## config.mk

```make
export PLATFORM = sky130hd
export DESIGN_NAME = sfr_core
export DESIGN_NICKNAME = d
export VERILOG_FILES = /design/src/hdl/sfr_core_pkg.sv /design/src/hdl/sfr_core.sv
export VERILOG_INCLUDE_DIRS = /design/src /design/src/hdl
export SDC_FILE = /design/constraint.sdc
export NUM_CORES = 1
export LEC_CHECK = 0
export BUFFER_PORTS_ARGS = -buffer_cell sky130_fd_sc_hd__buf_2
export CAP_MARGIN = 20
export CORE_MARGIN = 4
export CORE_UTILIZATION = 49
export CTS_CLUSTER_SIZE = 40
export DETAILED_ROUTE_END_ITERATION = 8
export PLACE_DENSITY = 0.69
export SLEW_MARGIN = 20
export SYNTH_ARGS = -nofsm -noshare
export SYNTH_HDL_FRONTEND = slang
export SYNTH_SLANG_ARGS = --single-unit
```

## constraint.sdc

```tcl
create_clock -name sys_clk -period 8.09 [get_ports sys_clk]
set_input_delay 1.618 -clock sys_clk [delete_from_list [all_inputs] [get_ports sys_clk]]
set_output_delay 1.618 -clock sys_clk [all_outputs]
set_load 0.05 [all_outputs]
```

## src/hdl/sfr_core_params.svh

```systemverilog
// Constants for the special-function register core
`ifndef SFR_CORE_PARAMS_SVH
`define SFR_CORE_PARAMS_SVH
// Sector 0 addresses of the special registers
`define ADDR_PORT_ZERO 8'h00
`define ADDR_PTR_ZERO 8'h01
`define ADDR_PORT_ONE 8'h02
`define ADDR_PTR_ONE_LOW 8'h03
`define ADDR_PTR_ONE_HIGH 8'h04
`define ADDR_WORK 8'h05
`define ADDR_PC_LOW 8'h06
`define ADDR_TBL_LOW 8'h07
`define ADDR_TBL_RESULT 8'h08
`define ADDR_TBL_HIGH 8'h09
`define ADDR_STATUS 8'h0A
`define ADDR_PORT_TWO 8'h0B
`define ADDR_PTR_TWO_LOW 8'h0C
`define ADDR_PTR_TWO_HIGH 8'h0D
// Status field positions
`define ST_CARRY 0
`define ST_NIBBLE 1
`define ST_ZERO 2
`define ST_SIGNED 3
`define ST_SLEEP 4
`define ST_WDOG 5
`define ST_CHAIN 6
`define ST_SCMP 7
// Reset values
`define RST_BYTE 8'h00
`define RST_STATUS 8'h00
`define READ_NONE 8'h00
`endif

```

## src/hdl/sfr_core_pkg.sv

```systemverilog
// Types for the special-function register core
package sfr_core_pkg;
  typedef enum logic [3:0] {
    OP_NONE, OP_ADD, OP_ADC, OP_SUB, OP_SBC, OP_AND, OP_OR, OP_XOR,
    OP_INC, OP_DEC, OP_RLC, OP_RRC, OP_MOV_TO_WORK, OP_MOV_FROM_WORK, OP_TABLE_READ
  } alu_op_e;
  typedef enum logic [1:0] {
    ADDR_DIRECT, ADDR_EXTENDED
  } addr_mode_e;
  typedef struct packed {
    logic valid;
    alu_op_e op;
    addr_mode_e mode;
    logic [10:0] addr;
    logic [7:0] imm;
    logic use_imm;
    logic dest_mem;
  } instr_s;
  typedef struct packed {
    logic req;
    logic wr;
    logic [10:0] addr;
    logic [7:0] wdata;
  } mem_req_s;
  typedef struct packed {
    logic [15:0] table_addr;
    logic table_req;
    logic pc_load;
    logic [7:0] pc_low;
    logic stall;
  } prog_req_s;
  typedef enum logic [1:0] {
    ST_RUN, ST_DUMMY
  } seq_e;
endpackage : sfr_core_pkg

```

## src/hdl/sfr_core.sv

```systemverilog
// Special-function register core: indirect ports, pointers, work register and flags
`timescale 1ns/1ps
`default_nettype none
`include "sfr_core_params.svh"

// Behaviour
// - Indirect ports access memory through their pointer
// - Port zero reaches sector zero; others anywhere
// - Port itself reads zero, write ignored
// - Five pointer registers, ordinary read/write/modify
// - High pointer byte selects sector, low offset
// - Extended addresses reach any sector
// - Register transfers pass through work register
// - Low-byte write jumps within current page
// - Low-byte load adds one dummy cycle
// - Table read: high byte to result register
// - Status writes leave watchdog and sleep flags
// - Carry from add, no-borrow, rotate
// - Nibble carry from low nibble or no-borrow
// - Zero flag set on zero result
// - Signed overflow is carry-in xor carry-out
// - Sleep flag: refresh clears, halt sets
// - Watchdog flag: refresh/halt clear, timeout sets
// - Signed compare is overflow xor result msb
// - Status never saved automatically
// - Unused locations read zero
// - Extended addresses carry eleven bits
module sfr_core import sfr_core_pkg::*; #(
  parameter int SECTOR_BITS = 3
) (
  // Clock and reset
  input wire logic sys_clk,
  input wire logic rst_b,
  // Instruction stream
  input wire instr_s instr,
  input wire logic halt_exec,
  input wire logic refresh_exec,
  input wire logic watchdog_timeout,
  // Data memory
  output mem_req_s mem_req,
  input wire logic [7:0] mem_rdata,
  // Program memory
  output prog_req_s prog_req,
  input wire logic [15:0] table_word,
  // Visible state
  output logic [7:0] work_out,
  output logic [7:0] status_flags_out
);

  // ----------------------------------------------------------------
  // Parameter check and reset release
  // ----------------------------------------------------------------
  // Sector field is three bits wide; more would need a wider address
  if (SECTOR_BITS < 1 || SECTOR_BITS > 3) begin : g_sector_check
    $error("SECTOR_BITS must lie between 1 and 3");
  end

  logic rst_meta_b;
  logic rst_sync_b;
  always_ff @(posedge sys_clk or negedge rst_b) begin
    if (!rst_b) begin
      rst_meta_b <= 1'b0;
      rst_sync_b <= 1'b0;
    end else begin
      rst_meta_b <= 1'b1;
      rst_sync_b <= rst_meta_b;
    end
  end

  // ----------------------------------------------------------------
  // State
  // ----------------------------------------------------------------
  typedef struct packed {
    logic [7:0] ptr_zero;
    logic [7:0] ptr_one_low;
    logic [7:0] ptr_one_high;
    logic [7:0] ptr_two_low;
    logic [7:0] ptr_two_high;
    logic [7:0] work;
    logic [7:0] tbl_low;
    logic [7:0] tbl_high;
    logic [7:0] tbl_result;
    logic [7:0] status;
    seq_e seq;
    mem_req_s mem;
    prog_req_s prog;
  } state_s;

  state_s state_reg;
  state_s state_next;

  // ----------------------------------------------------------------
  // Address resolution
  // ----------------------------------------------------------------
  logic [10:0] eff_addr;
  logic is_port;
  logic is_sfr;
  always_comb begin
    eff_addr = instr.addr;
    if (instr.mode == ADDR_EXTENDED) begin
      eff_addr = {instr.addr[10:8] & 3'((1 << SECTOR_BITS) - 1), instr.addr[7:0]};
    end else if (instr.addr[7:0] == `ADDR_PORT_ZERO) begin
      eff_addr = {3'b000, state_reg.ptr_zero};
    end else if (instr.addr[7:0] == `ADDR_PORT_ONE) begin
      eff_addr = {state_reg.ptr_one_high[2:0] & 3'((1 << SECTOR_BITS) - 1),
                  state_reg.ptr_one_low};
    end else if (instr.addr[7:0] == `ADDR_PORT_TWO) begin
      eff_addr = {state_reg.ptr_two_high[2:0] & 3'((1 << SECTOR_BITS) - 1),
                  state_reg.ptr_two_low};
    end else begin
      eff_addr = {3'b000, instr.addr[7:0]};
    end
    // A pointer aimed back at a port finds no storage there
    is_port = (eff_addr[10:8] == 3'b000) && (eff_addr[7:0] == `ADDR_PORT_ZERO ||
              eff_addr[7:0] == `ADDR_PORT_ONE || eff_addr[7:0] == `ADDR_PORT_TWO);
    is_sfr = (eff_addr[10:8] == 3'b000) && (eff_addr[7:0] <= `ADDR_PTR_TWO_HIGH);
  end

  // Operand read mux; memory data is combinational from the array
  logic [7:0] operand;
  always_comb begin
    operand = `READ_NONE;
    if (instr.use_imm) begin
      operand = instr.imm;
    end else if (is_port) begin
      operand = `READ_NONE;
    end else if (is_sfr) begin
      unique case (eff_addr[7:0])
        `ADDR_PTR_ZERO: operand = state_reg.ptr_zero;
        `ADDR_PTR_ONE_LOW: operand = state_reg.ptr_one_low;
        `ADDR_PTR_ONE_HIGH: operand = state_reg.ptr_one_high;
        `ADDR_WORK: operand = state_reg.work;
        `ADDR_PC_LOW: operand = state_reg.prog.pc_low;
        `ADDR_TBL_LOW: operand = state_reg.tbl_low;
        `ADDR_TBL_RESULT: operand = state_reg.tbl_result;
        `ADDR_TBL_HIGH: operand = state_reg.tbl_high;
        `ADDR_STATUS: operand = state_reg.status;
        `ADDR_PTR_TWO_LOW: operand = state_reg.ptr_two_low;
        `ADDR_PTR_TWO_HIGH: operand = state_reg.ptr_two_high;
        default: operand = `READ_NONE;
      endcase
    end else begin
      operand = mem_rdata;
    end
  end

  // ----------------------------------------------------------------
  // Arithmetic
  // ----------------------------------------------------------------
  logic [8:0] sum;
  logic [4:0] nib;
  logic [7:0] low7;
  logic [7:0] result;
  logic [7:0] b_in;
  logic cin;
  logic arith;
  logic logic_op;
  always_comb begin
    b_in = operand;
    cin = 1'b0;
    arith = 1'b1;
    logic_op = 1'b0;
    result = `READ_NONE;
    unique case (instr.op)
      OP_SUB: begin b_in = ~operand; cin = 1'b1; end
      OP_SBC: begin b_in = ~operand; cin = state_reg.status[`ST_CARRY]; end
      OP_ADC: cin = state_reg.status[`ST_CARRY];
      OP_ADD: cin = 1'b0;
      default: arith = 1'b0;
    endcase
    // Subtract as add of complement, so carry means no borrow
    sum = {1'b0, state_reg.work} + {1'b0, b_in} + {8'h00, cin};
    nib = {1'b0, state_reg.work[3:0]} + {1'b0, b_in[3:0]} + {4'h0, cin};
    low7 = {1'b0, state_reg.work[6:0]} + {1'b0, b_in[6:0]} + {7'h00, cin};
    unique case (instr.op)
      OP_ADD, OP_ADC, OP_SUB, OP_SBC: result = sum[7:0];
      OP_AND: begin result = state_reg.work & operand; logic_op = 1'b1; end
      OP_OR: begin result = state_reg.work | operand; logic_op = 1'b1; end
      OP_XOR: begin result = state_reg.work ^ operand; logic_op = 1'b1; end
      OP_INC: begin result = operand + 8'h01; logic_op = 1'b1; end
      OP_DEC: begin result = operand - 8'h01; logic_op = 1'b1; end
      OP_RLC: result = {operand[6:0], state_reg.status[`ST_CARRY]};
      OP_RRC: result = {state_reg.status[`ST_CARRY], operand[7:1]};
      OP_MOV_TO_WORK: result = operand;
      OP_MOV_FROM_WORK: result = state_reg.work;
      default: result = operand;
    endcase
  end

  // ----------------------------------------------------------------
  // Next state
  // ----------------------------------------------------------------
  logic [7:0] st;
  logic do_write;
  always_comb begin
    state_next = state_reg;
    state_next.mem.req = 1'b0;
    state_next.mem.wr = 1'b0;
    state_next.prog.table_req = 1'b0;
    state_next.prog.pc_load = 1'b0;
    state_next.prog.stall = 1'b0;
    st = state_reg.status;
    do_write = 1'b0;
    if (state_reg.seq == ST_DUMMY) begin
      state_next.seq = ST_RUN;
    end else if (instr.valid) begin
      // Flags not named by the op keep their value
      if (arith) begin
        st[`ST_CARRY] = sum[8];
        st[`ST_NIBBLE] = nib[4];
        st[`ST_SIGNED] = low7[7] ^ sum[8];
        st[`ST_ZERO] = (result == 8'h00);
        st[`ST_SCMP] = st[`ST_SIGNED] ^ result[7];
        if (instr.op == OP_SUB) begin
          st[`ST_CHAIN] = st[`ST_ZERO];
        end else if (instr.op == OP_SBC) begin
          st[`ST_CHAIN] = st[`ST_ZERO] & state_reg.status[`ST_CHAIN];
        end
      end else if (logic_op) begin
        st[`ST_ZERO] = (result == 8'h00);
      end else if (instr.op == OP_RLC) begin
        st[`ST_CARRY] = operand[7];
      end else if (instr.op == OP_RRC) begin
        st[`ST_CARRY] = operand[0];
      end
      // Work register is the only path between two locations
      if (instr.op == OP_MOV_FROM_WORK || (instr.dest_mem && instr.op != OP_MOV_TO_WORK &&
          instr.op != OP_TABLE_READ)) begin
        do_write = 1'b1;
      end else if (instr.op == OP_TABLE_READ) begin
        state_next.prog.table_addr = {state_reg.tbl_high, state_reg.tbl_low};
        state_next.prog.table_req = 1'b1;
        state_next.tbl_result = table_word[15:8];
        state_next.mem.req = 1'b1;
        state_next.mem.wr = 1'b1;
        state_next.mem.addr = eff_addr;
        state_next.mem.wdata = table_word[7:0];
      end else if (instr.op != OP_NONE) begin
        state_next.work = result;
      end
      if (do_write && !is_port && is_sfr) begin
        unique case (eff_addr[7:0])
          `ADDR_PTR_ZERO: state_next.ptr_zero = result;
          `ADDR_PTR_ONE_LOW: state_next.ptr_one_low = result;
          `ADDR_PTR_ONE_HIGH: state_next.ptr_one_high = result;
          `ADDR_PTR_TWO_LOW: state_next.ptr_two_low = result;
          `ADDR_PTR_TWO_HIGH: state_next.ptr_two_high = result;
          `ADDR_WORK: state_next.work = result;
          `ADDR_TBL_LOW: state_next.tbl_low = result;
          `ADDR_TBL_HIGH: state_next.tbl_high = result;
          `ADDR_TBL_RESULT: state_next.tbl_result = result;
          `ADDR_STATUS: begin
            st = {result[7:6], state_reg.status[`ST_WDOG], state_reg.status[`ST_SLEEP],
                  result[3:0]};
          end
          `ADDR_PC_LOW: begin
            state_next.prog.pc_low = result;
            state_next.prog.pc_load = 1'b1;
            state_next.prog.stall = 1'b1;
            state_next.seq = ST_DUMMY;
          end
          default: state_next.mem.req = 1'b0;
        endcase
      end else if (do_write && !is_port) begin
        state_next.mem.req = 1'b1;
        state_next.mem.wr = 1'b1;
        state_next.mem.addr = eff_addr;
        state_next.mem.wdata = result;
      end
    end
    // System flags; a timeout wins over a same-cycle clear
    if (refresh_exec) begin
      st[`ST_SLEEP] = 1'b0;
      st[`ST_WDOG] = 1'b0;
    end
    if (halt_exec) begin
      st[`ST_SLEEP] = 1'b1;
      st[`ST_WDOG] = 1'b0;
    end
    if (watchdog_timeout) begin
      st[`ST_WDOG] = 1'b1;
    end
    // Nothing is pushed on call or interrupt entry
    state_next.status = st;
  end

  always_ff @(posedge sys_clk or negedge rst_sync_b) begin
    if (!rst_sync_b) begin
      state_reg <= '0;
    end else begin
      state_reg <= state_next;
    end
  end

  assign mem_req = state_reg.mem;
  assign prog_req = state_reg.prog;
  assign work_out = state_reg.work;
  assign status_flags_out = state_reg.status;

endmodule : sfr_core
`default_nettype wire

```

# Word level (Yosys, flattened, before mapping)
# Cells that the tools add are included.
[word_totals] regBits=132 input_bits=57 out_inout_bits=64 word_cells=167
[op_classes] addsub=8 order_cmp=1 eq_ne=32 n_mux=57 bitwise=9 n_reduce_logical=36
[op_table] cell="$mux W8" count=15
[op_table] cell="$pmux W8 S11" count=1
[op_table] cell="$mux W38" count=2
[op_table] cell="$pmux W8 S9" count=1
[op_table] cell="$eq A8 B4 Y1 const B" count=7
[op_table] cell="$mux W50" count=1
[op_table] cell="$mux W48" count=1
[op_table] cell="$mux W11" count=4
[op_table] cell="$reduce_and A4 Y1" count=9
[op_table] cell="$eq A8 B3 Y1 const B" count=4
[op_table] cell="$mux W32" count=1
[op_table] cell="$eq A4 B4 Y1 const B" count=6
[op_table] cell="$eq A8 B2 Y1 const B" count=3
[op_table] cell="$logic_not A8 Y1" count=3
[op_table] cell="$mux W21" count=1
[op_table] cell="$mux W10" count=2
[op_table] cell="$mux W20" count=1
[op_table] cell="$mux W1" count=18
[op_table] cell="$eq A4 B3 Y1 const B" count=4
[op_table] cell="$mux W2" count=6
[op_table] cell="$mux W6" count=2
[op_table] cell="$reduce_or A11 Y1" count=1
[op_table] cell="$add A8 B8 Y9" count=1
[op_table] cell="$add A9 B1 Y9" count=1
[op_table] cell="other kinds (32)" count=48

# Depth between registers and ports, before layout
# Gate-level depths: netlist (run 1).
[logic_depth] ltp_word=28 depth_mapped=28 mapped_depth_nobuf=24

# Worst setup path after synthesis (run 1)
# OpenSTA, ideal clock, no wires.
[synth_timing] path_kind="input to register" start="in instr[17] in the netlist's numbering" end="reg state_reg, in the netlist status_flags_out[2]" setup_time_ps=103 arrival_ps=7086 required_ps=7987 setup_slack_ps=901 cell_stages=24 n_path_buf=2 path_cell_list="or4_4 buf_6 nor4_1 a211oi_2 nor2_1 clkbuf_1 nor3_1 o31a_1 o211a_1 nor2_2 xor2_1 fa_1 inv_1 fa_1 a21o_1 a21o_1 xor2_1 nand2_1 nand4_1 a221o_1 o22a_1 or4_1 or4_1 o41ai_2"
[synth_via] elab_chain_len=21 word_cells_on_any_way=49 classes_between="4 x add/sub; 1 x order compare; 15 x eq/ne; 14 x mux; 4 x bitwise; 11 x reduce/logical"
[synth_lines] element="from (decl)" line="sfr_core.sv:35" text="input wire instr_s instr,"
[synth_lines] element="$eq A8 B4 Y1 (no source line)"
[synth_lines] element="$mux W11" line="sfr_core.sv:107" text="end else if (instr.addr[7:0] == `ADDR_PORT_TWO) begin"
[synth_lines] element="$mux W11" line="sfr_core.sv:104" text="end else if (instr.addr[7:0] == `ADDR_PORT_ONE) begin"
[synth_lines] element="$mux W11" line="sfr_core.sv:102" text="end else if (instr.addr[7:0] == `ADDR_PORT_ZERO) begin"
[synth_lines] element="$mux W11 *" line="sfr_core.sv:100" text="if (instr.mode == ADDR_EXTENDED) begin"
[synth_lines] element="parallel branches: the longest is 15 deep, another holds $add A8 B8 Y9"
[synth_lines] element="$mux W8 *" line="sfr_core.sv:241" text="if (do_write && !is_port && is_sfr) begin"
[synth_lines] element="to (signal assigned)" line="sfr_core.sv:291" text="state_reg <= state_next;"
[synth_lines] element="to (decl)" line="sfr_core.sv:89" text="state_s state_reg;"
# Every way passes the cells marked *. The select of a mux whose other input is x is not followed.
# A chain may end at the register's enable or synchronous reset.

# Worst setup path after layout (run 1)
[layout_timing] start="in instr[17] in the netlist's numbering" end="reg state_reg, in the netlist status_flags_out[7]"
[layout_via] elab_chain_len=20 word_cells_on_any_way=51 classes_between="6 x add/sub; 1 x order compare; 15 x eq/ne; 13 x mux; 6 x bitwise; 10 x reduce/logical"
[layout_lines] element="$eq A8 B4 Y1 (no source line)"
[layout_lines] element="$mux W11" line="sfr_core.sv:107"
[layout_lines] element="$mux W11" line="sfr_core.sv:104"
[layout_lines] element="$mux W11" line="sfr_core.sv:102"
[layout_lines] element="$mux W11 *" line="sfr_core.sv:100"
[layout_lines] element="parallel branches: the longest is 14 deep, another holds $add A8 B8 Y9"
[layout_lines] element="$mux W8 *" line="sfr_core.sv:241"
# Marks and branches as above.

==> run summary, run 1 <==
Setup crit start kind -> input pin
Mapped Cells -> 1019
CTS HTree Levels -> 4
Die Area -> 21500 um2
number of DRC markers in iteration 0 -> 990
antenna viol nets, final -> 0
Initial Util -> 50.1%
clock slew at reported path FFs -> 0.06 ns
asr flop ratio synth -> 100%
dpl hpwl -> 25.9 mm
wire per inst -> 26.1 um
#FFs+latches synth -> 130
RSZ-0062 raised after global routing -> false
Max Freq -> 128 MHz
Remaining Overflow, GRT -> 0
r2r setup slk -> 1.71 ns
Synth Flop Type -> dfrtp_1
Area Growth Syn to Fin -> 11.6%
critical path's slowest cell -> or4_4
count of pins over their slew limit -> 0
synth warn -> 0
CP Data Arrival Time -> 8.08 ns
Total GRT Usage -> 31.8%
clock buffer depth -> 2
Avg Cell Area, Syn -> 9.22 um2
Worst slew margin -> 29.2%
post-synthesis net count -> 1109
hold slack -> 0.345 ns
first-pass GRT wire length -> 52.3 mm
MaxCap Viol Count -> 0
nets -> 1167
Max Fanout on Critical Path -> 14
initial antenna violation count -> 0
Max rail drop VDD -> 0.000157 V
CTS tree -> done
Sequential Area -> 3260 um2
post-synthesis cell type count -> 83
final std cells w/o fill -> 1324
CTS Hold Buffers Added -> 0
crit end category -> flip-flop
vias in the first global route -> 8356
gpl congestion -> 1.05
hold crit path type -> reg -> reg
status -> complete, no violations
Die Y -> 147 um
fin crit share -> 96.7%
Final Instance Area -> 10500 um2
port bufs -> 120
CTS sink count -> 130
Antenna diodes -> 0
Post-route DRC -> 0
synthesized cell area -> 9400 um2
vias post-DR -> 8608
Fillers -> 1690
IO Pins -> 121
Largest register FFs -> 65
via/cell ratio -> 6.50
sequential fraction of the synthesis area -> 34.6%
Worst Setup Path Type -> in -> reg
placed cell area -> 9890 um2
WP data required -> 8.34 ns
DRT Wirelength -> 34.6 mm
LEAKAGE -> 4.83 nW
drt first pass iters -> 5
largest net degree at the start of global routing -> 67
core area -> 18800 um2
Slew @ Worst Pin -> 1.06 ns
clock skew -> 0.0117 ns
pwr/cell area -> 224 nW/um2
total power -> 2.35 mW
CTS buffer count -> 17
proportion of layout cells with a drive suffix above 1 -> 29.2%
min cycle time layout -> 7.82 ns
final hold vios -> 0
Post-synth EDFFs -> 0
slowest cell delay on critical path -> 0.66 ns
die width -> 147 um
Placed Cells -> 1292
later-pin clock latency in the skew report -> 0.42 ns
number of core rows -> 50
Root Driver -> clkbuf_16
Final setup viols -> 0
area occupied by multi-input gates -> 5330 um2
-- what timing repair did --
action,CTS,global route
buffers inserted,0,0
endpoints found under the setup margin,0,13
hold endpoints to repair,0,0
resized for setup,0,1
-- worst paths after layout --
kind / from / endpoint / depth (start not counted)
setup / recovery: instr[17] / status_flags_out[7] / 26
hold / removal: rst_meta_b / rst_sync_b / 0
setup reg to reg: state_reg[116] / status_flags_out[7] / 24
hold reg to reg: rst_meta_b / rst_sync_b / 0
max in group asynchronous: rst_sync_b / state_reg[93] / 1
min in group asynchronous: rst_sync_b / state_reg[126] / 0
-- layer usage --
metal / vias to the layer above / wire (um) / GRT usage, %
li1: 3839 / - / -
met1: 4177 / 15000 / 45.6
met2: 521 / 14900 / 47.1
met3: 71 / 3800 / 8.88
met4: 0 / 881 / 9.17
met5: - / 0 / 0
-- cell type report --
type                    count  share of cell area, %
repair buffers            161                   8.66
inverters                  29                   1.04
clock inverters            13                   1.44
flip-flops and latches    130                   31.0
well taps                 234                   2.79
multi-input cells         738                   50.8
clock buffers              19                   4.22
-- stage by stage --
step | setup slack (ns) | TNS (ns) | util (%)
4_1_cts | 0.407 | 0 | 55.9
3_5_place_dp | -0.00214 | -0.00214 | 52.7
2_1_floorplan | 0.901 | 0 | -
6_report | 0.265 | 0 | 55.9
3_3_place_gp | -0.0152 | -0.0152 | 52.7
5_1_grt | 0.0452 | 0 | 55.9
-- cells in the mapped netlist (all sizes together) (14+ instances only) --
library cell,n,area (um2)
a211oi,14,133
a21oi,73,365
a22oi,14,110
buf,77,554
clkbuf,45,169
dfrtp,130,3250
ha,30,375
inv,29,109
mux2,93,1050
mux2i,16,160
nand2,68,268
nand3,36,180
nor2,62,240
nor3,23,130
o21ai,53,265
o22ai,26,163
-- power breakdown --
part           internal, mW  switching (mW)  total, mW  leakage [nW]
sequential            0.712          0.0748      0.787          1.71
combinational         0.238           0.552      0.790          2.85
clock                 0.467           0.311      0.777         0.277
total                  1.42           0.938       2.35          4.83
-- worst max-delay path, delay by kind of cell --
kind	cells	cell delay, ns
compound gates	16	3.96
buf+inv	3	0.60
xor+xnor	1	0.30
fa+ha+maj	1	0.31
simple gates	4	1.14
mux	1	0.13
-- cells by family (layout without fill, tap and decap cells) --
logic type | count (synthesis) | after routing | share of synthesized area (%)
compound gates | 298 | 298 | 21.8
simple gates | 280 | 280 | 15.7
buf+inv | 151 | 222 | 8.85
flops | 130 | 130 | 34.6
mux | 109 | 109 | 12.8
fa+ha+maj | 33 | 33 | 4.63
xor+xnor | 17 | 17 | 1.58
other cells | 1 | 1 | 0.0399
-- layout by cell type, fill, tap and decap left out, types with 7 or more instances in the layout --
cell type  synthesis  layout
a31oi_1           10      10
mux2i_1           16      16
nor2_1            59      58
xnor2_1            8       8
nand2_1           65      65
a211oi_1          10       9
a22oi_1           13      13
o2bb2ai_1          7       7
buf_4             65      41
a22o_1             8       8
nor2b_1           10       9
mux2_2            93      93
inv_1             29      29
dfrtp_1          130     129
buf_2              5     120
a21o_1             7       7
and3_1            11      11
ha_1              30      30
o211ai_1           8       8
nand3_1           36      36
nand3b_1           7       7
a32oi_1           12      12
nor3_1            20      20
nand2b_1          12      12
clkbuf_16          0      17
nand4_1            9       9
a21oi_1           73      72
o22ai_1           26      26
o21ai_0           50      50
and2_1            11      11
xor2_1             9       9
Note: power is estimated with default switching activity, not from simulation.
==> inputs of run 2 (changes only) <==
==> constraint.sdc (replaced) <==
create_clock -name sys_clk -period 8.09 [get_ports sys_clk]
set_input_delay 0.809 -clock sys_clk [delete_from_list [all_inputs] [get_ports sys_clk]]
set_output_delay 0.809 -clock sys_clk [all_outputs]
set_load 0.05 [all_outputs]
==> run summary, run 2 (synthesized netlist as in run 1, its figures left out) <==
number of DRC markers in iteration 0 -> 880
via/cell ratio -> 6.62
Met2 Routed Length -> 14.8 mm
slowest cell delay on critical path -> 0.81 ns
Post-route DRC -> 0
r2r setup slk -> 1.43 ns
WP data required -> 8.35 ns
CTS sink count -> 130
Antenna diodes -> 0
PostCTS Resize Cnt -> 0
final worst setup slack -> 0.715 ns
vias post-DR -> 8666
Largest register FFs -> 65
clock buffer depth -> 2
Total GRT Usage -> 31.1%
pwr/cell area -> 230 nW/um2
number of core rows -> 50
CTS buffer count -> 17
Die Area -> 21500 um2
largest net degree at the start of global routing -> 67
CP Data Arrival Time -> 7.64 ns
commonest non-fill, non-tap cell in the layout -> dfrtp_1
proportion of layout cells with a drive suffix above 1 -> 28.1%
count of pins over their slew limit -> 0
LEAKAGE -> 4.79 nW
hold crit path type -> in -> async
CP Buf/Inv Count -> 2
dpl hpwl -> 25.1 mm
Area Growth Syn to Fin -> 10.8%
Initial Util -> 50.1%
clock slew at reported path FFs -> 0.06 ns
later-pin clock latency in the skew report -> 0.43 ns
post-CTS setup buffer count -> 0
hold slack -> 0.154 ns
DR WL met3 -> 3.08 mm
Max Freq -> 136 MHz
antenna viol nets, final -> 0
Setup crit start kind -> input pin
most frequent cells in the layout -> dfrtp_1, buf_2, mux2_2
DRT met1 WL -> 14.8 mm
die width -> 147 um
CTS Hold Buffers Added -> 0
drt first pass iters -> 5
Die Y -> 147 um
Worst Setup Path Type -> in -> reg
pre-CTS WS -> 0.498 ns
gpl congestion -> 1.01
fin crit share -> 91.2%
MaxCap Viol Count -> 0
Max rail drop VDD -> 0.000197 V
Remaining Overflow, GRT -> 0
placed cell area -> 9770 um2
Worst slew margin -> 23.6%
critical path's top delay family -> compound AO/OA/AOI/OAI gates
final hold vios -> 0
Sequential Area -> 3260 um2
Max Fanout on Critical Path -> 14
status -> complete, no violations
area occupied by multi-input gates -> 5320 um2
critical path's slowest cell -> nor2_1
CTS tree -> done
clock skew -> 0.0200 ns
Setup TNS Final -> 0 ns
Fillers -> 1738
Final Instance Area -> 10400 um2
core area -> 18800 um2
Slew @ Worst Pin -> 1.15 ns
Critical Path, Cell by Cell -> buf_2 > or4_4 > o41ai_2 > a211oi_2 > nor2_1 > a21oi_1 > and2_1 > o211a_1 > nor2_2 > xor2_1 > fa_1 > nand3b_1 > a21boi_0 > o21ai_0 > a21oi_1 > o21ai_0 > nand2b_1 > a211oi_1 > o211ai_1 > o22ai_1 > a211oi_2 > buf_4 > mux2i_1 > a31oi_1
crit end category -> flip-flop
CTS HTree Levels -> 4
port bufs -> 120
min cycle time layout -> 7.38 ns
Final setup viols -> 0
vias in the first global route -> 8559
Root Driver -> clkbuf_16
nets -> 1152
IO Pins -> 121
RSZ-0062 raised after global routing -> false
DRT Wirelength -> 33.8 mm
initial antenna violation count -> 0
wire per inst -> 25.8 um
first-pass GRT wire length -> 51.6 mm
highest routed layer -> met4
[run 2: cell types whose count changed in the layout (fill, tap and decap cells not counted), sizes merged]
cell / change
bufinv: +2
clkinvlp: -2
clkinv: +1
clkbuf: -1
buf: -15
[run 2: worst register-to-register path, cell delays in order, from the launching register on]
cell	delay, ns
dfrtp_1	0.44
o41ai_2	0.51
a211oi_2	0.30
nor2_1	0.82
a21oi_1	0.19
and2_1	0.32
o211a_1	0.20
nor2_2	0.40
xor2_1	0.15
fa_1	0.43
nand3b_1	0.19
a21boi_0	0.26
o21ai_0	0.16
a21oi_1	0.19
o21ai_0	0.13
nand2b_1	0.14
a211oi_1	0.11
o211ai_1	0.17
o22ai_1	0.15
a211oi_2	0.60
buf_4	0.30
mux2i_1	0.25
a31oi_1	0.11
[run 2: layer usage]
layer  GRT usage (%)  up-vias
li1                -     3818
met1            45.3     4261
met2            46.8      505
met3            5.56       82
met4            10.2        0
met5               0        -
[run 2: worst paths after layout]
path                                      from  cells past startpoint                   to
worst max-delay path                 instr[17]                     24  status_flags_out[7]
worst min-delay path                     rst_b                      1           rst_sync_b
worst max register to register  state_reg[101]                     22  status_flags_out[7]
worst min register to register      rst_meta_b                      0           rst_sync_b
max in group asynchronous           rst_sync_b                      1         prog_req[11]
min in group sys_clk                rst_meta_b                      0           rst_sync_b
[run 2: cell type report]
class | count | area share (%)
clock buffer | 18 | 4.22
clock inverter | 14 | 1.93
multi-input combinational | 738 | 51.1
inverter | 29 | 1.05
sequential | 130 | 31.3
timing repair buffer | 146 | 7.64
tap | 234 | 2.81
[run 2: power by group]
part	internal, mW	switching, mW
clock network	0.528	0.304
registers	0.712	0.0782
logic	0.230	0.546
[run 2: metrics by stage]
step           power (mW)  std cells  util (%)
4_1_cts              2.39       1308      55.5
3_5_place_dp         1.56       1276      52.0
3_3_place_gp         1.55       1276      52.0
5_1_grt              2.49       1309      55.5
2_1_floorplan        1.36       1019         -
6_report             2.40       1309      55.5
